===== src/hdl/cgd_defs.svh =====
// cgd_defs.svh: offsets, field positions, reset values and counts of the
// clock generator. Included by the package, the top design file and bench.
`ifndef CGD_DEFS_SVH
`define CGD_DEFS_SVH

`define CGD_ADDR_W 3
`define CGD_DATA_W 8

// register offsets, one byte each
`define CGD_OFS_PLL_CTRL 3'h0
`define CGD_OFS_PLL_BW 3'h1
`define CGD_OFS_PLL_MULT 3'h2
`define CGD_OFS_PLL_REF 3'h3
`define CGD_OFS_VCO_RANGE 3'h4
`define CGD_OFS_VCO_LIN 3'h5
`define CGD_OFS_ADC_CLK 3'h6
`define CGD_OFS_CONFIG 3'h7

// pll control fields
`define CGD_BIT_IRQ_EN 7
`define CGD_BIT_IRQ_FLAG 6
`define CGD_BIT_PLL_ON 5
`define CGD_BIT_BASE_SEL 4
`define CGD_POS_PRESCALE 0
// bandwidth fields
`define CGD_BIT_AUTO 7
`define CGD_BIT_LOCK 6
`define CGD_BIT_ACQ 5
// converter clock fields
`define CGD_POS_ADC_DIV 5
`define CGD_BIT_ADC_ISEL 4
// configuration and status fields
`define CGD_BIT_OSC_KEEP 0
`define CGD_BIT_ADC_SRC_NOW 1
`define CGD_BIT_BASE_SRC_NOW 2

// reset values
`define CGD_RST_PLL_CTRL 8'h00
`define CGD_RST_PLL_BW 8'h80
`define CGD_RST_MULT 8'h01
`define CGD_RST_REF 8'h01
`define CGD_RST_VCO_RANGE 8'h00
`define CGD_RST_VCO_LIN 8'h01
`define CGD_RST_ADC_CLK 8'h00
`define CGD_RST_CONFIG 8'h00

// nominal centre step of the vco, in Hz
`define CGD_F_NOM_HZ 38400
// good reference periods in a row before tracking and before lock
`define CGD_TRACK_RUN 4'h4
`define CGD_LOCK_RUN 4'h8
`define CGD_ADC_DIV_MAX 8'h10

`endif


===== src/hdl/cgd_pkg.sv =====
// cgd_pkg.sv: types and shared decode of the clock generator.
// Assumes cgd_defs.svh is on the include path.
`include "cgd_defs.svh"
package cgd_pkg;
	typedef logic [`CGD_DATA_W-1:0] cgd_byte_type;
	typedef enum logic {CGD_FILTER_ACQ, CGD_FILTER_TRACK} cgd_filter_type;

	// power-of-two ratio, used for the vco prescaler and the adc prescaler
	function automatic cgd_byte_type cgd_pow2(input logic [2:0] p);
		cgd_pow2 = cgd_byte_type'(1) << p;
	endfunction
endpackage


===== src/hdl/cgd_mod_div.sv =====
// cgd_mod_div.sv: modulo divider for a clock that is sampled as a level.
// Assumes tick_i marks each rising edge of lvl_i; a ratio of 0 or 1 passes
// the level through with one cycle of delay.
module cgd_mod_div #(
	parameter int W = 8
) (
	input logic clk,
	input logic rstn,
	input logic lvl_i,
	input logic tick_i,
	input logic [W-1:0] div_i,
	output logic clk_q,
	output logic rise_q
);
	logic [W-1:0] cnt_q;
	logic [W-1:0] cnt_d;
	logic [W-1:0] half;
	logic clk_d;
	wire bypass = (div_i <= W'(1));
	wire wrap = (cnt_q >= div_i - W'(1));

	// high for the first half of each period, so odd ratios stay near 50%
	assign half = W'(({1'b0, div_i} + (W+1)'(1)) >> 1);
	assign cnt_d = (!tick_i || bypass) ? cnt_q :
		(wrap ? '0 : cnt_q + W'(1));
	assign clk_d = bypass ? lvl_i : (tick_i ? (cnt_d < half) : clk_q);

	always_ff @(posedge clk) begin
		if (!rstn) begin
			cnt_q <= '0;
			clk_q <= 1'b0;
			rise_q <= 1'b0;
		end else begin
			cnt_q <= cnt_d;
			clk_q <= clk_d;
			rise_q <= clk_d & ~clk_q;
		end
	end
endmodule


===== src/hdl/cgd_clk_mux.sv =====
// cgd_clk_mux.sv: glitch-free selector between two sampled clock levels.
// Assumes both inputs come from flip-flops of the same clock domain.
module cgd_clk_mux (
	input logic clk,
	input logic rstn,
	input logic sel_i,
	input logic a_i,
	input logic b_i,
	output logic out_q,
	output logic cur_q
);
	logic park_q;
	logic park_d;
	logic cur_d;
	logic out_d;
	wire cur_src = cur_q ? b_i : a_i;
	wire new_src = sel_i ? b_i : a_i;

	// leave the old source only while it is low, join the new one only
	// while it is low: no pulse shorter than a half period of either
	assign park_d = park_q ? new_src : (sel_i != cur_q && !cur_src);
	assign cur_d = (park_q && !new_src) ? sel_i : cur_q;
	assign out_d = park_d ? 1'b0 : (cur_d ? b_i : a_i);

	always_ff @(posedge clk) begin
		if (!rstn) begin
			park_q <= 1'b0;
			cur_q <= 1'b0;
			out_q <= 1'b0;
		end else begin
			park_q <= park_d;
			cur_q <= cur_d;
			out_q <= out_d;
		end
	end
endmodule


===== src/hdl/cgd_clock_gen.sv =====
// cgd_clock_gen.sv: digital part of the clock generator with pll dividers,
// phase and lock detection, base and bus clock selection and the converter
// clock prescaler. Assumes crystal and vco clocks arrive as levels
// synchronous to CLK at well under half its rate; the loop filter and vco
// are analog and sit outside.
// Behaviour
// - Converter prescaler divides by 1, 2, 4, 8, or 16 when top bit set.
// - Converter input select 1 takes the bus clock, 0 the crystal clock.
// - After reset the converter prescaler takes the crystal clock.
// - Base clock is crystal or vco clock halved, chosen by software in user mode.
// - In user mode bus clock is half the base clock.
// - In monitor mode a port pin decides the bus clock source.
// - Oscillator runs when unit enable or stop-mode keep bit is set.
// - Pll reference clock is a buffered copy of the crystal clock.
// - Reference divider divides the reference clock by R.
// - Vco clock divided by 2^P then N gives the feedback clock.
// - Phase detector pulses up or down by the phase difference.
// - Lock detector compares frequencies to set filter mode and lock.
// - Vco centre is 38.4 kHz times L times 2^E.
// - Filter mode switches automatically or under software control.
// - An interrupt is raised on entering and on leaving lock.
// - Auto mode: flags are read-only; each lock toggle may interrupt.
// - Manual mode: writable mode bit, no lock, no interrupts.
`include "cgd_defs.svh"
module cgd_clock_gen
	import cgd_pkg::*;
#(
	parameter int DIV_W = 8
) (
	input logic CLK,
	input logic RSTN,
	input logic [`CGD_ADDR_W-1:0] ADDR,
	input logic [`CGD_DATA_W-1:0] WDATA,
	input logic WR,
	input logic RD,
	output logic [`CGD_DATA_W-1:0] RDATA,
	input logic CRYSTAL_CLOCK,
	input logic VCO_CLOCK,
	input logic SIM_OSCILLATOR_ENABLE,
	input logic MONITOR_MODE,
	input logic MONITOR_CLOCK_SELECT_PIN,
	output logic OSC_ENABLE,
	output logic PLL_REFERENCE_CLOCK,
	output logic DIVIDED_REFERENCE_CLOCK,
	output logic VCO_FEEDBACK_CLOCK,
	output logic PUMP_UP,
	output logic PUMP_DOWN,
	output logic FILTER_TRACKING,
	output logic PLL_ON,
	output logic [1:0] VCO_RANGE_E,
	output logic [7:0] VCO_LINEAR,
	output logic [10:0] VCO_CENTER,
	output logic BASE_CLOCK_OUT,
	output logic BUS_CLOCK,
	output logic ADC_CLOCK,
	output logic PLL_IRQ
);
	// software state
	logic irq_en_q;
	logic irq_flag_q;
	logic irq_flag_d;
	logic pll_on_q;
	logic base_sel_q;
	logic [1:0] prescale_q;
	logic auto_q;
	logic acq_man_q;
	cgd_byte_type mult_q;
	cgd_byte_type ref_q;
	logic [1:0] range_e_q;
	cgd_byte_type lin_q;
	logic [2:0] adc_div_sel_q;
	logic adc_isel_q;
	logic osc_keep_q;
	cgd_byte_type rdata_q;
	// clock path state
	logic xtal_q;
	logic base_prev_q;
	logic adc_prev_q;
	logic osc_en_q;
	logic vco_q;
	logic [10:0] center_q;
	// detector state
	logic pump_up_q;
	logic pump_dn_q;
	logic [1:0] fb_cnt_q;
	logic [3:0] run_q;
	cgd_filter_type det_q;
	logic lock_q;
	logic filter_q;
	logic irq_q;
	// divider and selector outputs
	logic xtal_half;
	logic vco_half;
	logic ref_clk;
	logic ref_rise;
	logic pre_clk;
	logic pre_rise;
	logic fb_clk;
	logic fb_rise;
	logic base_clk;
	logic base_now;
	logic bus_user;
	logic bus_clk;
	logic adc_src;
	logic adc_now;
	logic adc_clk;

	// bus decode
	wire wr_ctrl = WR && ADDR == `CGD_OFS_PLL_CTRL;
	wire wr_bw = WR && ADDR == `CGD_OFS_PLL_BW;
	wire wr_mult = WR && ADDR == `CGD_OFS_PLL_MULT;
	wire wr_ref = WR && ADDR == `CGD_OFS_PLL_REF;
	wire wr_range = WR && ADDR == `CGD_OFS_VCO_RANGE;
	wire wr_lin = WR && ADDR == `CGD_OFS_VCO_LIN;
	wire wr_adc = WR && ADDR == `CGD_OFS_ADC_CLK;
	wire wr_cfg = WR && ADDR == `CGD_OFS_CONFIG;
	wire rd_ctrl = RD && ADDR == `CGD_OFS_PLL_CTRL;
	// edges of the sampled clocks
	wire xtal_rise = CRYSTAL_CLOCK & ~xtal_q;
	wire vco_q_rise = VCO_CLOCK & ~vco_q;
	wire base_rise = base_clk & ~base_prev_q;
	wire adc_rise = adc_src & ~adc_prev_q;
	// ratios
	wire [DIV_W-1:0] pre_div_w = DIV_W'(cgd_pow2({1'b0, prescale_q}));
	wire [DIV_W-1:0] adc_div_w = DIV_W'(adc_div_sel_q[2] ?
		`CGD_ADC_DIV_MAX : cgd_pow2({1'b0, adc_div_sel_q[1:0]}));
	// in monitor mode the base selector is held on the crystal and the pin
	// decides between the crystal itself and the normal halved path
	wire base_src_sel = base_sel_q && !MONITOR_MODE;
	wire bus_src_sel = MONITOR_MODE && MONITOR_CLOCK_SELECT_PIN;
	wire osc_en_d = SIM_OSCILLATOR_ENABLE || osc_keep_q;
	// lock detector: exactly one feedback edge per reference period is a
	// good period; any other count restarts the run
	wire period_good = (fb_cnt_q == 2'd1);
	wire [3:0] run_d = !pll_on_q ? 4'h0 :
		(!ref_rise ? run_q :
		(!period_good ? 4'h0 :
		(run_q == `CGD_LOCK_RUN ? run_q : run_q + 4'h1)));
	wire [1:0] fb_cnt_d = ref_rise ? {1'b0, fb_rise} :
		((fb_rise && fb_cnt_q != 2'd3) ? fb_cnt_q + 2'd1 : fb_cnt_q);
	cgd_filter_type det_d;
	assign det_d = (run_d >= `CGD_TRACK_RUN) ? CGD_FILTER_TRACK :
		CGD_FILTER_ACQ;
	// lock reads zero outside automatic mode
	wire lock_d = auto_q && (run_d >= `CGD_LOCK_RUN);
	wire lock_chg = auto_q && (lock_d != lock_q);
	wire filter_d = auto_q ? (det_d == CGD_FILTER_TRACK) :
		acq_man_q;
	// a toggle in the same cycle as the clearing read still sets the flag
	assign irq_flag_d = lock_chg || (irq_flag_q && !rd_ctrl);
	wire irq_d = irq_flag_d && irq_en_q && auto_q;
	// phase detector: up on a reference edge, down on a feedback edge,
	// both at once cancel
	wire pump_up_d = (ref_rise || pump_up_q) && !(fb_rise || pump_dn_q);
	wire pump_dn_d = (fb_rise || pump_dn_q) && !(ref_rise || pump_up_q);
	// read mux
	cgd_byte_type rd_word;
	always_comb begin
		rd_word = '0;
		unique case (ADDR)
			`CGD_OFS_PLL_CTRL: begin
				rd_word[`CGD_BIT_IRQ_EN] = irq_en_q;
				rd_word[`CGD_BIT_IRQ_FLAG] = irq_flag_q;
				rd_word[`CGD_BIT_PLL_ON] = pll_on_q;
				rd_word[`CGD_BIT_BASE_SEL] = base_sel_q;
				rd_word[`CGD_POS_PRESCALE+:2] = prescale_q;
			end
			`CGD_OFS_PLL_BW: begin
				rd_word[`CGD_BIT_AUTO] = auto_q;
				rd_word[`CGD_BIT_LOCK] = lock_q;
				rd_word[`CGD_BIT_ACQ] = auto_q ?
					(det_q == CGD_FILTER_TRACK) : acq_man_q;
			end
			`CGD_OFS_PLL_MULT: rd_word = mult_q;
			`CGD_OFS_PLL_REF: rd_word = ref_q;
			`CGD_OFS_VCO_RANGE: rd_word[1:0] = range_e_q;
			`CGD_OFS_VCO_LIN: rd_word = lin_q;
			`CGD_OFS_ADC_CLK: begin
				rd_word[`CGD_POS_ADC_DIV+:3] = adc_div_sel_q;
				rd_word[`CGD_BIT_ADC_ISEL] = adc_isel_q;
			end
			`CGD_OFS_CONFIG: begin
				rd_word[`CGD_BIT_OSC_KEEP] = osc_keep_q;
				rd_word[`CGD_BIT_ADC_SRC_NOW] = adc_now;
				rd_word[`CGD_BIT_BASE_SRC_NOW] = base_now;
			end
		endcase
	end

	// software registers
	always_ff @(posedge CLK) begin
		if (!RSTN) begin
			{irq_en_q, pll_on_q, base_sel_q, prescale_q} <= '0;
			auto_q <= 1'(`CGD_RST_PLL_BW >> `CGD_BIT_AUTO);
			{acq_man_q, osc_keep_q} <= '0;
			mult_q <= `CGD_RST_MULT;
			ref_q <= `CGD_RST_REF;
			range_e_q <= 2'(`CGD_RST_VCO_RANGE);
			lin_q <= `CGD_RST_VCO_LIN;
			adc_div_sel_q <= 3'(`CGD_RST_ADC_CLK >> `CGD_POS_ADC_DIV);
			adc_isel_q <= 1'b0;
		end else begin
			if (wr_ctrl) begin
				irq_en_q <= WDATA[`CGD_BIT_IRQ_EN];
				pll_on_q <= WDATA[`CGD_BIT_PLL_ON];
				base_sel_q <= WDATA[`CGD_BIT_BASE_SEL];
				prescale_q <= WDATA[`CGD_POS_PRESCALE+:2];
			end
			if (wr_bw) begin
				auto_q <= WDATA[`CGD_BIT_AUTO];
				// the mode bit only takes writes in manual mode
				if (!WDATA[`CGD_BIT_AUTO] && !auto_q)
					acq_man_q <= WDATA[`CGD_BIT_ACQ];
			end
			if (wr_mult)
				mult_q <= WDATA;
			if (wr_ref)
				ref_q <= WDATA;
			if (wr_range)
				range_e_q <= WDATA[1:0];
			if (wr_lin)
				lin_q <= WDATA;
			if (wr_adc) begin
				adc_div_sel_q <= WDATA[`CGD_POS_ADC_DIV+:3];
				adc_isel_q <= WDATA[`CGD_BIT_ADC_ISEL];
			end
			if (wr_cfg)
				osc_keep_q <= WDATA[`CGD_BIT_OSC_KEEP];
		end
	end

	// clock path, detectors and read data
	always_ff @(posedge CLK) begin
		if (!RSTN) begin
			{xtal_q, vco_q, base_prev_q, adc_prev_q, osc_en_q} <= '0;
			{pump_up_q, pump_dn_q, lock_q, filter_q, irq_q} <= '0;
			{irq_flag_q, fb_cnt_q, run_q} <= '0;
			det_q <= CGD_FILTER_ACQ;
			{center_q, rdata_q} <= '0;
		end else begin
			xtal_q <= CRYSTAL_CLOCK;
			vco_q <= VCO_CLOCK;
			base_prev_q <= base_clk;
			adc_prev_q <= adc_src;
			osc_en_q <= osc_en_d;
			pump_up_q <= pump_up_d;
			pump_dn_q <= pump_dn_d;
			fb_cnt_q <= fb_cnt_d;
			run_q <= run_d;
			det_q <= det_d;
			lock_q <= lock_d;
			filter_q <= filter_d;
			irq_flag_q <= irq_flag_d;
			irq_q <= irq_d;
			// centre in units of the nominal step
			center_q <= 11'(lin_q) << range_e_q;
			rdata_q <= RD ? rd_word : '0;
		end
	end

	// dividers and selectors
	cgd_mod_div #(.W(DIV_W)) u_xtal_half (.clk(CLK), .rstn(RSTN),
		.lvl_i(CRYSTAL_CLOCK), .tick_i(xtal_rise), .div_i(DIV_W'(2)),
		.clk_q(xtal_half), .rise_q());
	cgd_mod_div #(.W(DIV_W)) u_vco_half (.clk(CLK), .rstn(RSTN),
		.lvl_i(VCO_CLOCK), .tick_i(vco_q_rise), .div_i(DIV_W'(2)),
		.clk_q(vco_half), .rise_q());
	cgd_mod_div #(.W(DIV_W)) u_ref_div (.clk(CLK), .rstn(RSTN),
		.lvl_i(CRYSTAL_CLOCK), .tick_i(xtal_rise), .div_i(ref_q),
		.clk_q(ref_clk), .rise_q(ref_rise));
	cgd_mod_div #(.W(DIV_W)) u_prescale (.clk(CLK), .rstn(RSTN),
		.lvl_i(VCO_CLOCK), .tick_i(vco_q_rise), .div_i(pre_div_w),
		.clk_q(pre_clk), .rise_q(pre_rise));
	cgd_mod_div #(.W(DIV_W)) u_fb_div (.clk(CLK), .rstn(RSTN),
		.lvl_i(pre_clk), .tick_i(pre_rise), .div_i(mult_q),
		.clk_q(fb_clk), .rise_q(fb_rise));
	cgd_clk_mux u_base_mux (.clk(CLK), .rstn(RSTN), .sel_i(base_src_sel),
		.a_i(xtal_half), .b_i(vco_half), .out_q(base_clk),
		.cur_q(base_now));
	cgd_mod_div #(.W(DIV_W)) u_bus_half (.clk(CLK), .rstn(RSTN),
		.lvl_i(base_clk), .tick_i(base_rise), .div_i(DIV_W'(2)),
		.clk_q(bus_user), .rise_q());
	cgd_clk_mux u_bus_mux (.clk(CLK), .rstn(RSTN), .sel_i(bus_src_sel),
		.a_i(bus_user), .b_i(xtal_q), .out_q(bus_clk), .cur_q());
	cgd_clk_mux u_adc_mux (.clk(CLK), .rstn(RSTN), .sel_i(adc_isel_q),
		.a_i(xtal_q), .b_i(bus_clk), .out_q(adc_src),
		.cur_q(adc_now));
	cgd_mod_div #(.W(DIV_W)) u_adc_div (.clk(CLK), .rstn(RSTN),
		.lvl_i(adc_src), .tick_i(adc_rise), .div_i(adc_div_w),
		.clk_q(adc_clk), .rise_q());

	// outputs, all from flip-flops
	assign RDATA = rdata_q;
	assign OSC_ENABLE = osc_en_q;
	assign PLL_REFERENCE_CLOCK = xtal_q;
	assign DIVIDED_REFERENCE_CLOCK = ref_clk;
	assign VCO_FEEDBACK_CLOCK = fb_clk;
	assign PUMP_UP = pump_up_q;
	assign PUMP_DOWN = pump_dn_q;
	assign FILTER_TRACKING = filter_q;
	assign PLL_ON = pll_on_q;
	assign VCO_RANGE_E = range_e_q;
	assign VCO_LINEAR = lin_q;
	assign VCO_CENTER = center_q;
	assign BASE_CLOCK_OUT = base_clk;
	assign BUS_CLOCK = bus_clk;
	assign ADC_CLOCK = adc_clk;
	assign PLL_IRQ = irq_q;
endmodule


===== config.mk =====
export PLATFORM = sky130hd
export DESIGN_NAME = cgd_clock_gen
export DESIGN_NICKNAME = d
export VERILOG_FILES = /design/src/hdl/cgd_pkg.sv /design/src/hdl/cgd_mod_div.sv /design/src/hdl/cgd_clk_mux.sv /design/src/hdl/cgd_clock_gen.sv
export VERILOG_INCLUDE_DIRS = /design/src /design/src/hdl
export SDC_FILE = /design/constraint.sdc
export NUM_CORES = 1
export LEC_CHECK = 0
export ABC_CLOCK_PERIOD_IN_PS = 5200
export BUFFER_PORTS_ARGS = -buffer_cell sky130_fd_sc_hd__buf_2
export CORE_ASPECT_RATIO = 1.2
export CORE_MARGIN = 4
export CORE_UTILIZATION = 59
export CTS_CLUSTER_SIZE = 25
export DETAILED_ROUTE_END_ITERATION = 10
export PLACE_DENSITY = 0.81
export SKIP_CTS_REPAIR_TIMING = 1
export SLEW_MARGIN = 40
export SYNTH_ARGS = -nofsm -noshare
export SYNTH_HDL_FRONTEND = slang
export SYNTH_SLANG_ARGS = --single-unit

===== constraint.sdc =====
create_clock -name CLK -period 5.2 [get_ports CLK]
set_clock_uncertainty 0.2 [all_clocks]
set_input_delay 0.52 -clock CLK [delete_from_list [all_inputs] [get_ports CLK]]
set_output_delay 0.52 -clock CLK [all_outputs]
set_load 0.05 [all_outputs]

==> After elaboration in Yosys (flattened, before gate mapping) <==
Cells that the tools add are included.
W data, S select, Z words.
{ "word_totals": {"ff_bits": 150, "out_inout_bits": 41, "word_cells": 236} }
{ "op_classes": {"addsub": 17, "n_lt_le_gt_ge": 20, "n_eq_ne": 14, "n_shift": 3, "n_mux": 52, "n_bitwise": 15, "reduce_logical": 59} }
{ "op_table": {"columns": ["op", "n"], "rows": [
  ["$mux W8", 15],
  ["$add A8 B1 Y8 const B", 7],
  ["$add A8 B1 Y9 const B", 4],
  ["$ge A8 B8 Y1", 4],
  ["$le A8 B1 Y1 const B", 4],
  ["$lt A8 B8 Y1", 4],
  ["$sub A8 B1 Y8 const B", 4],
  ["$mux W1", 28],
  ["$logic_and A1 B1 Y1", 26],
  ["$ge A8 B1 Y1 const B", 3],
  ["$lt A8 B1 Y1 const B", 3],
  ["$pmux W3 S6", 1],
  ["$logic_not A1 Y1", 16],
  ["$mux W4", 4],
  ["$shl A1 B2 Y8 const A", 2],
  ["$eq A3 B3 Y1 const B", 4],
  ["$pmux W2 S6", 1],
  ["$shl A8 B2 Y11", 1],
  ["$logic_or A1 B1 Y1", 8],
  ["$not A1 Y1", 8],
  ["$reduce_or A2 Y1", 4],
  ["$and A1 B1 Y1", 7],
  ["$eq A3 B2 Y1 const B", 2],
  ["$pmux W1 S5", 1],
  ["other kinds (14)", 19]
]} }

==> Depth between registers and ports, before layout <==
Gate-level depths: netlist of run 1.
{ "logic_depth": {"word_depth": 12, "depth_mapped": 19} }

==> Hierarchy <==
A second synthesis of run 1 with hierarchy kept.
{ "hier_totals": {"cells_unflattened": 1491, "hier_area_um2": 12488.2} }
{ "modules_own_cells": {"columns": ["mod", "n_inst", "cells_per_inst", "area_per_inst_um2", "seq_area_each_um2"], "rows": [
  ["cgd_mod_div (u_adc_div ...)", 6, 154, 1219.9, 200.2],
  ["cgd_clock_gen", 1, 374, 3490.8, 1501.4],
  ["cgd_mod_div (u_prescale)", 1, 151, 1246.2, 200.2],
  ["cgd_clk_mux", 3, 14, 143.9, 60.1]
]} }

==> Worst setup path after synthesis of run 1 <==
OpenSTA, ideal clock, no wires.
{ "synth_path": {"path_kind": "reg2reg", "start": "register mult_q[2]", "end": "register u_fb_div.clk_q", "setup_ns": 0.132, "arrival_ns": 4.088, "path_slack_ns": 0.780, "path_stages_with_launch": 18, "n_path_buf": 1, "path_cell_list": "dfxtp_1 > buf_2 > or4_4 > nor4_1 > xnor2_1 > ha_1 > and2_1 > a221oi_1 > o21ai_1 > or2_2 > or3b_2 > nand2_1 > ha_1 > o21ai_0 > a211o_1 > or3_1 > a22oi_1 > a21oi_1"} }
{ "synth_between": {"elab_chain_cells": 7, "elab_cells_between_ends": 10} }
{ "synth_rtl": {"columns": ["element", "line", "text"], "rows": [
  ["start: declaration", "cgd_clock_gen.sv:67", "cgd_byte_type mult_q;"],
  ["start signal: assignment", "cgd_clock_gen.sv:196", "mult_q <= `CGD_RST_MULT;"],
  ["$sub A8 B1 Y8", "cgd_mod_div.sv:20", "wire wrap = (cnt_q >= div_i - W'(1));"],
  ["$ge A8 B8 Y1", "cgd_mod_div.sv:20", null],
  ["$mux W8", "cgd_mod_div.sv:25", "(wrap ? '0 : cnt_q + W'(1));"],
  ["$mux W8 (*)", "cgd_mod_div.sv:24", "assign cnt_d = (!tick_i || bypass) ? cnt_q :"],
  ["via u_fb_div.cnt_d[2]", "cgd_mod_div.sv:16", "logic [W-1:0] cnt_d;"],
  ["$lt A8 B8 Y1 (*)", "cgd_mod_div.sv:26", "assign clk_d = bypass ? lvl_i : (tick_i ? (cnt_d < half) : clk_q);"],
  ["$mux W1 (*) (2 in a row)", "cgd_mod_div.sv:26", null],
  ["end signal: assignment", "cgd_mod_div.sv:35", "clk_q <= clk_d;"],
  ["end: declaration", "cgd_mod_div.sv:12", "output logic clk_q,"]
]} }
Mark *: on every way through the listed nets, which the timed path passes. The rest lies on a longest branch.
A chain may end at the register's enable or synchronous reset.

==> Worst setup path in the final report of run 1 <==
Ends and elaborated chain as after synthesis.

==> results of run 1 <==
[path summary, 6_finish.rpt]
path	to	cells after the start	startpoint	slack, ns
worst max register to register	u_fb_div.clk_q	16	mult_q[2]	0.51
worst min-delay path	OSC_ENABLE	3	SIM_OSCILLATOR_ENABLE	0.10
worst max-delay path	u_fb_div.clk_q	16	mult_q[2]	0.51
worst min register to register	u_fb_div.rise_q	1	u_fb_div.clk_q	0.25
[through the flow]
stage | hold slack [ns] | cells | cell area (um^2)
2_1_floorplan | 0.229 | 1011 | 8360
3_3_place_gp | 0.225 | 1197 | 8670
3_5_place_dp | 0.228 | 1197 | 8680
4_1_cts | 0.0859 | 1228 | 9270
5_1_grt | 0.120 | 1228 | 9270
6_report | 0.100 | 1228 | 9270
[kinds of logic (layout without fill, tap and decap cells)]
logic type               count (synthesis)  in the layout  share of synthesized area (%)
AND/OR/NAND/NOR                        431            431                           25.5
AO/OA/AOI/OAI                          196            196                           14.8
other                                    1              3                         0.0449
multiplexers                            33             33                           4.50
buffers and inverters                   87            133                           4.36
XOR/XNOR                                39             39                           4.09
adder cells (fa/ha/maj)                 72             72                           10.8
flip-flops                             150            150                           36.0
[final cells by class]
| cell class | count | area, um^2 |
|---|---|---|
| well taps | 171 | 214 |
| repair buffers | 63 | 323 |
| clock inverters | 11 | 126 |
| flip-flops and latches | 150 | 3000 |
| fillers | 1128 | 4550 |
| multi-input cells | 774 | 5000 |
| clock buffers | 20 | 457 |
| inverters | 39 | 146 |
[worst reg2reg max path, cell delays in order (launching register included)]
cell      delay, ns
dfxtp_1        0.41
or4_4          0.60
nor4_1         0.24
xnor2_1        0.16
ha_1           0.25
and2_1         0.15
a221oi_1       0.24
o21ai_1        0.24
or2_2          0.37
or3b_2         0.48
nand2_1        0.08
ha_1           0.12
o21ai_0        0.07
a211o_1        0.31
or3_1          0.32
a22oi_1        0.19
a21oi_1        0.09
[power breakdown]
group          total (W)  internal [W]  switching, W  leakage (nW)
Sequential       0.00121       0.00118     0.0000361          1.21
Combinational   0.000273     0.0000930      0.000180          2.25
Clock            0.00121      0.000730      0.000477         0.286
[layer usage]
| layer | up-vias | global-route usage (%) | share of wire [%] |
|---|---|---|---|
| met3 | 67 | 6.12 | 6.0 |
| met1 | 3379 | 30.5 | 41 |
| met5 | - | 0 | 0 |
| li1 | 3615 | - | - |
| met2 | 240 | 41.8 | 48 |
| met4 | 0 | 12.9 | 4.5 |
[synthesized netlist by cell type (3+ instances only)]
cell type and number:
buf_6 3, o31ai_1 4, or3b_2 3, and2_1 25, xnor2_1 25, clkbuf_1 32, and4_1 3, ha_1 72
a211oi_1 13, or2_2 3, nand3_1 35, a21o_1 6, a41oi_1 4, nand4_1 9, o211ai_1 5, nand2b_1 15
buf_2 6, a22o_1 6, mux2i_1 24, a221oi_1 8, mux2_2 6, a22oi_1 9, dfxtp_1 150, or3_1 7
nand2_1 110, nor2_1 124, a31oi_1 17, and3_1 16, nor3b_1 6, nor3_1 32, buf_1 5, mux4_2 3
nor4_1 5, a21oi_1 66, o21ai_0 37, nor2b_1 22, xor2_1 14, inv_1 37
==> results.sh, run 1 <==
export IMPL_grt_pass1_vias=7006
export IMPL_power_density_mw_per_mm2=290
export IMPL_crit_buf_inv=0
export IMPL_fmax_ghz=0.213
export IMPL_mostFrequentLayoutCells="dfxtp_1, nor2_1, nand2_1"
export IMPL_finalHoldViolations=0
export IMPL_grt_total_usage_pct=25.4
export IMPL_synth_seq_cells=150
export IMPL_finalCritPeriodShare_pct=90.2
export IMPL_routed_via_density=5.95
export IMPL_cts_root_buf="clkbuf_16"
export IMPL_yosys_top_cells_area="dfxtp_1, ha_1, nor2_1, nand2_1, a21oi_1"
export IMPL_n_antenna_cell=0
export IMPL_ys_seq_area_share_pct=36.0
export IMPL_post_place_ws_ns=0.527
export IMPL_crit_arrival_ns=4.78
export IMPL_hpwl_um=14200
export IMPL_syn_inst=1009
export IMPL_cts_buffers=17
export IMPL_crit_type="register to register"
export IMPL_avgSynthCellArea_um2=8.27
export IMPL_fin_ws_ns=0.509
export IMPL_port_buffers=60
export IMPL_total_power_w=0.00269
export IMPL_fin_tns_setup_ns=0
export IMPL_largest_reg_flops=11
export IMPL_crit_fanout=10
export IMPL_grt_max_degree=60
export IMPL_clk_path_buf_depth=2
export IMPL_drive_above_1_share_pct=11.8
export IMPL_vias=7301
export IMPL_overflow=0
export IMPL_status="finished, final reports clean"
export IMPL_final_common_cell="dfxtp_1"
export IMPL_final_net_count=1137
export IMPL_worstMarginPinSlew_ns=0.699
export IMPL_synthArstFlopShare_pct=0
export IMPL_critPathSlowestCell="or4_4"
export IMPL_critical_path_top_delay_family="simple AND/OR/NAND/NOR gates"
export IMPL_initial_core_util_pct=60.4
export IMPL_startpoint_type="register"
export IMPL_rsz0062_at_grt="false"
export IMPL_cap_viol_max_count=0
export IMPL_grt_pass1_wl_um=33200
export IMPL_syn_area_mm2=0.00835
export IMPL_leakage_nw=3.75
export IMPL_synth_top_flop_cell="dfxtp_1"
export IMPL_area_growth_pct=11.0
export IMPL_fp_dieArea_mm2=0.0161
export IMPL_cpMostUsedCell="ha_1"
export IMPL_crit_chain="or4_4, nor4_1, xnor2_1, ha_1, and2_1, a221oi_1, o21ai_1, or2_2, or3b_2, nand2_1, ha_1, o21ai_0, a211o_1, or3_1, a22oi_1, a21oi_1"
export IMPL_synth_edf_count=0
export IMPL_fp_dieW_um=117
export IMPL_slowest_delay_ns=0.60
export IMPL_slew_violations=0
export IMPL_drc=0
export IMPL_fin_util_pct=67.1
export IMPL_yosysWarnings=0
export IMPL_synth_cell_types=69
export IMPL_tritoncts="built"
export IMPL_rows=47
export IMPL_die_h_um=138
export IMPL_peakVddDrop_mv=0.258
export IMPL_min_period_ns=4.69
export IMPL_h_tree_depth=4
export IMPL_routabilityCongestion=0.926
export IMPL_crit_required_ns=5.29
export IMPL_antenna_found_initial=0
export IMPL_hp_class="input pin to register"
export IMPL_yosysTopAreaCellShare_pct=36.0
export IMPL_post_drt_wl_per_cell_um=16.2
export IMPL_finalSetupViolations=0
export IMPL_max_slew_margin_rel_pct=52.2
export IMPL_ant_nets=0
export IMPL_clk_latency_ns=0.43
export IMPL_critical_path_endpoint_type="register"
export IMPL_first_iter_violations=653
export IMPL_ios=61
export IMPL_clkSinkCount=150
export IMPL_drt_pass1_iterations=5
export IMPL_core_area_mm2=0.0138
export IMPL_finalWirelength_um=19900
export IMPL_synth_top_area_cell="dfxtp_1"
export IMPL_cts_clk_slew_worst_paths_ns=0.06
Power figures use the tool's default switching activity.
==> run 2: changes to the inputs <==
--- a/config.mk
+++ b/config.mk
@@ -13,7 +13,7 @@
 export CORE_UTILIZATION = 59
 export CTS_CLUSTER_SIZE = 25
 export DETAILED_ROUTE_END_ITERATION = 10
-export PLACE_DENSITY = 0.81
+export PLACE_DENSITY_LB_ADDON = 0.1
 export SKIP_CTS_REPAIR_TIMING = 1
 export SLEW_MARGIN = 40
 export SYNTH_ARGS = -nofsm -noshare
==> run 2 against run 1 <==
Against the previous run:
- worst hold slack better by 0.0080 ns
- fmax down 0.39%
- register-to-register slack worse by 0.02 ns
- sequential cell count unchanged
- core utilization shrank 0.28 points
- clock-buffer cell count unchanged
- critical endpoint unchanged
- largest cell class unchanged
- largest power group unchanged
==> results.sh, run 2 (synthesized netlist as in run 1, its figures left out) <==
export IMPL_finalHoldViolations=0
export IMPL_clk_latency_ns=0.43
export IMPL_post_drt_wl_per_cell_um=16.1
export IMPL_crit_arrival_ns=4.79
export IMPL_cts_clk_slew_worst_paths_ns=0.06
export IMPL_drt_pass1_iterations=5
export IMPL_clk_path_buf_depth=2
export IMPL_clkSinkCount=150
export IMPL_cts_root_buf="clkbuf_16"
export IMPL_cts_buffers=17
export IMPL_grt_max_degree=44
export IMPL_critical_path_top_delay_family="simple AND/OR/NAND/NOR gates"
export IMPL_largest_reg_flops=11
export IMPL_drc=0
export IMPL_rsz0062_at_grt="false"
export IMPL_hpwl_um=14300
export IMPL_cap_viol_max_count=0
export IMPL_status="finished, final reports clean"
export IMPL_h_tree_depth=4
export IMPL_fp_dieArea_mm2=0.0161
export IMPL_core_area_mm2=0.0138
export IMPL_initial_core_util_pct=60.4
export IMPL_n_antenna_cell=0
export IMPL_drive_above_1_share_pct=11.8
export IMPL_tritoncts="built"
export IMPL_critical_path_endpoint_type="register"
export IMPL_crit_required_ns=5.28
export IMPL_final_common_cell="dfxtp_1"
export IMPL_fin_tns_setup_ns=0
export IMPL_routed_via_density=5.85
export IMPL_max_slew_margin_rel_pct=49.4
export IMPL_cp_startpoint="mult_q[2]"
export IMPL_ios=61
export IMPL_final_net_count=1136
export IMPL_die_h_um=138
export IMPL_rows=47
export IMPL_finalCritPeriodShare_pct=90.6
export IMPL_leakage_nw=3.72
export IMPL_worstMarginPinSlew_ns=0.758
export IMPL_slew_violations=0
export IMPL_peakVddDrop_mv=0.257
export IMPL_grt_pass1_vias=6768
export IMPL_crit_chain="or4_4, nor4_1, xnor2_1, ha_1, and2_1, a221oi_1, o21ai_1, or2_2, or3b_2, nand2_1, ha_1, o21ai_0, a211o_1, or3_1, a22oi_1, a21oi_1"
export IMPL_hp_class="input pin to register"
export IMPL_routabilityCongestion=0.875
export IMPL_mostFrequentLayoutCells="dfxtp_1, nor2_1, nand2_1"
export IMPL_ant_nets=0
export IMPL_fin_util_pct=66.8
export IMPL_crit_buf_inv=0
export IMPL_fp_dieW_um=117
export IMPL_antenna_found_initial=0
export IMPL_slowest_delay_ns=0.61
export IMPL_vias=7181
export IMPL_finalWirelength_um=19700
export IMPL_r2r_start="mult_q[2]"
export IMPL_min_delay_start="SIM_OSCILLATOR_ENABLE"
export IMPL_overflow=0
export IMPL_first_iter_violations=456
export IMPL_min_period_ns=4.71
export IMPL_crit_type="register to register"
export IMPL_fmax_ghz=0.212
export IMPL_power_density_mw_per_mm2=285
export IMPL_cpMostUsedCell="ha_1"
export IMPL_critPathSlowestCell="or4_4"
export IMPL_crit_fanout=10
export IMPL_grt_pass1_wl_um=33000
export IMPL_layout_filler_cells=1212
export IMPL_area_growth_pct=10.6
export IMPL_grt_total_usage_pct=25.1
export IMPL_port_buffers=60
export IMPL_finalSetupViolations=0
export IMPL_startpoint_type="register"
-- run 2: cell count changes in the layout (fill, tap and decap cells not counted), sizes merged --
cell / before / now
buf: 63 / 62
bufinv: 2 / 0
clkinv: 8 / 4
clkinvlp: 1 / 5
inv: 39 / 42
-- run 2: final timing paths --
path,to,slack [ns],depth (start not counted)
min,OSC_ENABLE,0.11,3
max,u_fb_div.clk_q,0.49,16
min reg2reg,PUMP_DOWN,0.25,1
max reg2reg,u_fb_div.clk_q,0.49,16
-- run 2: worst min-delay path: stages --
cell	delay, ns
buf_2	0.07
nor2_1	0.03
nor2_1	0.07
-- run 2: metal layers --
metal	global-route usage, %	vias up	wire length [um]
met5	0	-	0
met2	41.2	174	9500
met1	31.7	3346	8640
li1	-	3613	-
met4	12.0	0	758
met3	4.33	48	825
-- run 2: final cells by class --
type	count	area [um^2]	share of cell area, %
well taps	171	214	2.32
inverters	39	146	1.59
multi-input cells	774	5000	54.2
repair buffers	62	315	3.42
clock inverters	12	95.1	1.03
clock buffers	20	457	4.95
flip-flops and latches	150	3000	32.5
-- run 2: where the power goes --
| group | total, W | switching (W) | internal, W |
|---|---|---|---|
| Sequential | 0.00121 | 0.0000362 | 0.00118 |
| Clock | 0.00114 | 0.000503 | 0.000641 |
| Combinational | 0.000272 | 0.000179 | 0.0000928 |
-- run 2: per-stage QoR --
stage	total power [W]	hold WS, ns	std cells	cell area (um^2)	setup WS [ns]
2_1_floorplan	0.00143	0.229	1011	8360	0.780
3_3_place_gp	0.00150	0.229	1196	8670	0.554
3_5_place_dp	0.00151	0.233	1196	8680	0.488
4_1_cts	0.00265	0.103	1228	9230	0.463
5_1_grt	0.00273	0.156	1228	9230	0.119
6_report	0.00263	0.108	1228	9230	0.491
==> run 3: changes to the inputs <==
--- a/config.mk
+++ b/config.mk
@@ -6,10 +6,9 @@
 export SDC_FILE = /design/constraint.sdc
 export NUM_CORES = 1
 export LEC_CHECK = 0
-export ABC_CLOCK_PERIOD_IN_PS = 5200
+export ABC_CLOCK_PERIOD_IN_PS = 5300
 export BUFFER_PORTS_ARGS = -buffer_cell sky130_fd_sc_hd__buf_2
 export CORE_ASPECT_RATIO = 1.2
-export CORE_MARGIN = 4
 export CORE_UTILIZATION = 59
 export CTS_CLUSTER_SIZE = 25
 export DETAILED_ROUTE_END_ITERATION = 10
==> constraint.sdc (replaced) <==
create_clock -name CLK -period 5.3 [get_ports CLK]
set_clock_uncertainty 0.2 [all_clocks]
set_input_delay 0.53 -clock CLK [delete_from_list [all_inputs] [get_ports CLK]]
set_output_delay 0.53 -clock CLK [all_outputs]
set_load 0.05 [all_outputs]
==> run 3 against run 2 <==
Against the previous run:
- sequential share of layout area barely moved
- register-to-register slack improved by 0.08 ns
- final cell count did not move
- via count fell by 0.52%
- critical endpoint unchanged
==> results.sh, run 3 (synthesized netlist as in run 1, its figures left out) <==
export IMPL_fin_tns_setup_ns=0
export IMPL_grt_max_degree=75
export IMPL_post_place_ws_ns=0.602
export IMPL_grt_pass1_vias=6579
export IMPL_clkSinkCount=150
export IMPL_grt_pass1_wl_um=32500
export IMPL_drt_pass1_iterations=5
export IMPL_fin_ws_ns=0.573
export IMPL_crit_type="register to register"
export IMPL_antenna_found_initial=0
export IMPL_leakage_nw=3.74
export IMPL_overflow=0
export IMPL_initial_core_util_pct=60.4
export IMPL_die_h_um=132
export IMPL_comb_power_share_pct=10.2
export IMPL_core_area_mm2=0.0138
export IMPL_finalWirelength_um=19700
export IMPL_finalSetupViolations=0
export IMPL_port_buffers=60
export IMPL_routabilityCongestion=0.892
export IMPL_fmax_ghz=0.212
export IMPL_min_period_ns=4.73
export IMPL_power_density_mw_per_mm2=282
export IMPL_startpoint_type="register"
export IMPL_min_path_cells=3
export IMPL_clk_path_buf_depth=2
export IMPL_rows=47
export IMPL_clk_latency_ns=0.44
export IMPL_cts_clk_slew_worst_paths_ns=0.06
export IMPL_status="finished, final reports clean"
export IMPL_finalHoldViolations=0
export IMPL_layout_filler_cells=1176
export IMPL_r2r_slack_ns=0.57
export IMPL_vias=7144
export IMPL_seq_area_mm2=0.00300
export IMPL_cts_buffers=17
export IMPL_rsz0062_at_grt="false"
export IMPL_place_area_mm2=0.00868
export IMPL_tritoncts="built"
export IMPL_design_area_mm2=0.00924
export IMPL_post_drt_wl_per_cell_um=16.0
export IMPL_cap_viol_max_count=0
export IMPL_r2r_start="mult_q[2]"
export IMPL_p_int_w=0.00188
export IMPL_routed_via_density=5.82
export IMPL_hp_class="input pin to register"
export IMPL_fp_dieArea_mm2=0.0146
export IMPL_final_common_cell="dfxtp_1"
export IMPL_first_iter_violations=549
export IMPL_final_net_count=1136
export IMPL_ant_nets=0
export IMPL_p_clk_share_pct=44.2
export IMPL_mostFrequentLayoutCells="dfxtp_1, nor2_1, nand2_1"
export IMPL_cp_startpoint="mult_q[2]"
export IMPL_hpwl_um=14000
export IMPL_n_antenna_cell=0
export IMPL_fp_dieW_um=111
export IMPL_max_slew_margin_rel_pct=45.1
export IMPL_finalCritPeriodShare_pct=89.2
export IMPL_drc=0
export IMPL_peakVddDrop_mv=0.212
export IMPL_slew_violations=0
export IMPL_area_growth_pct=10.7
export IMPL_crit_arrival_ns=4.81
export IMPL_ios=61
export IMPL_cts_root_buf="clkbuf_16"
export IMPL_largest_reg_flops=11
export IMPL_crit_fanout=10
export IMPL_h_tree_depth=4
export IMPL_worst_hold_slack_ns=0.102
export IMPL_fin_util_pct=66.9
export IMPL_switching_share_pct=27.8
export IMPL_worstMarginPinSlew_ns=0.824
export IMPL_r2r_end="u_fb_div.clk_q"
export IMPL_drive_above_1_share_pct=11.9
export IMPL_crit_required_ns=5.38
export IMPL_crit_end="u_fb_div.clk_q"
export IMPL_multi_input_area_mm2=0.00500
export IMPL_reg2regPathDepth=16
export IMPL_power_switching_w=0.000724
export IMPL_grt_total_usage_pct=27.6
export IMPL_critical_path_endpoint_type="register"
export IMPL_p_seq_share_pct=45.6
## run 3: area by class of cell
| cell class | count | share of cell area [%] |
|---|---|---|
| Inverter | 39 | 1.58 |
| Multi-Input combinational cell | 774 | 54.1 |
| Clock buffer | 19 | 4.90 |
| Sequential cell | 150 | 32.5 |
| Timing Repair Buffer | 62 | 3.41 |
| Tap cell | 171 | 2.31 |
| Clock inverter | 13 | 1.22 |
## run 3: power groups by stage
stage	Sequential (W)	Clock (W)	Combinational, W
2_1_floorplan	0.00123	0	0.000178
3_3_place_gp	0.00121	0	0.000261
3_5_place_dp	0.00121	0	0.000264
4_1_cts	0.00119	0.00117	0.000266
5_1_grt	0.00119	0.00122	0.000296
6_report	0.00119	0.00115	0.000266
## run 3: how the worst min path moves through the flow
| stage | startpoint | to | slack [ns] |
|---|---|---|---|
| final | SIM_OSCILLATOR_ENABLE | OSC_ENABLE | 0.10 |
| after global routing | SIM_OSCILLATOR_ENABLE | OSC_ENABLE | 0.09 |
| after detailed placement | u_fb_div.clk_q | u_fb_div.rise_q | 0.23 |
| after floorplan | u_adc_div.cnt_q[7] | u_adc_div.cnt_q[7] | 0.23 |
| after CTS | SIM_OSCILLATOR_ENABLE | OSC_ENABLE | 0.09 |
| after global placement | PUMP_UP | PUMP_DOWN | 0.23 |
## run 3: per-stage QoR
step | power, W | std cells
floorplan | 0.00141 | 1011
global placement | 0.00147 | 1196
detailed placement | 0.00148 | 1196
CTS | 0.00263 | 1228
global route | 0.00271 | 1228
finish | 0.00261 | 1228
## run 3: worst max-delay path: stages (launching register included)
cell,delay (ns)
dfxtp_1,0.40
or4_4,0.60
nor4_1,0.24
xnor2_1,0.17
ha_1,0.26
and2_1,0.16
a221oi_1,0.25
o21ai_1,0.25
or2_2,0.38
or3b_2,0.48
nand2_1,0.08
ha_1,0.12
o21ai_0,0.07
a211o_1,0.31
or3_1,0.30
a22oi_1,0.20
a21oi_1,0.10
## run 3: metal layers
metal | wire length [um] | vias up | share of wire (%) | track usage [%]
li1 | - | 3612 | - | -
met1 | 8680 | 3326 | 44 | 33.9
met2 | 9550 | 155 | 49 | 46.0
met3 | 714 | 51 | 3.6 | 5.66
met4 | 734 | 0 | 3.7 | 13.3
met5 | 0 | - | 0 | 0
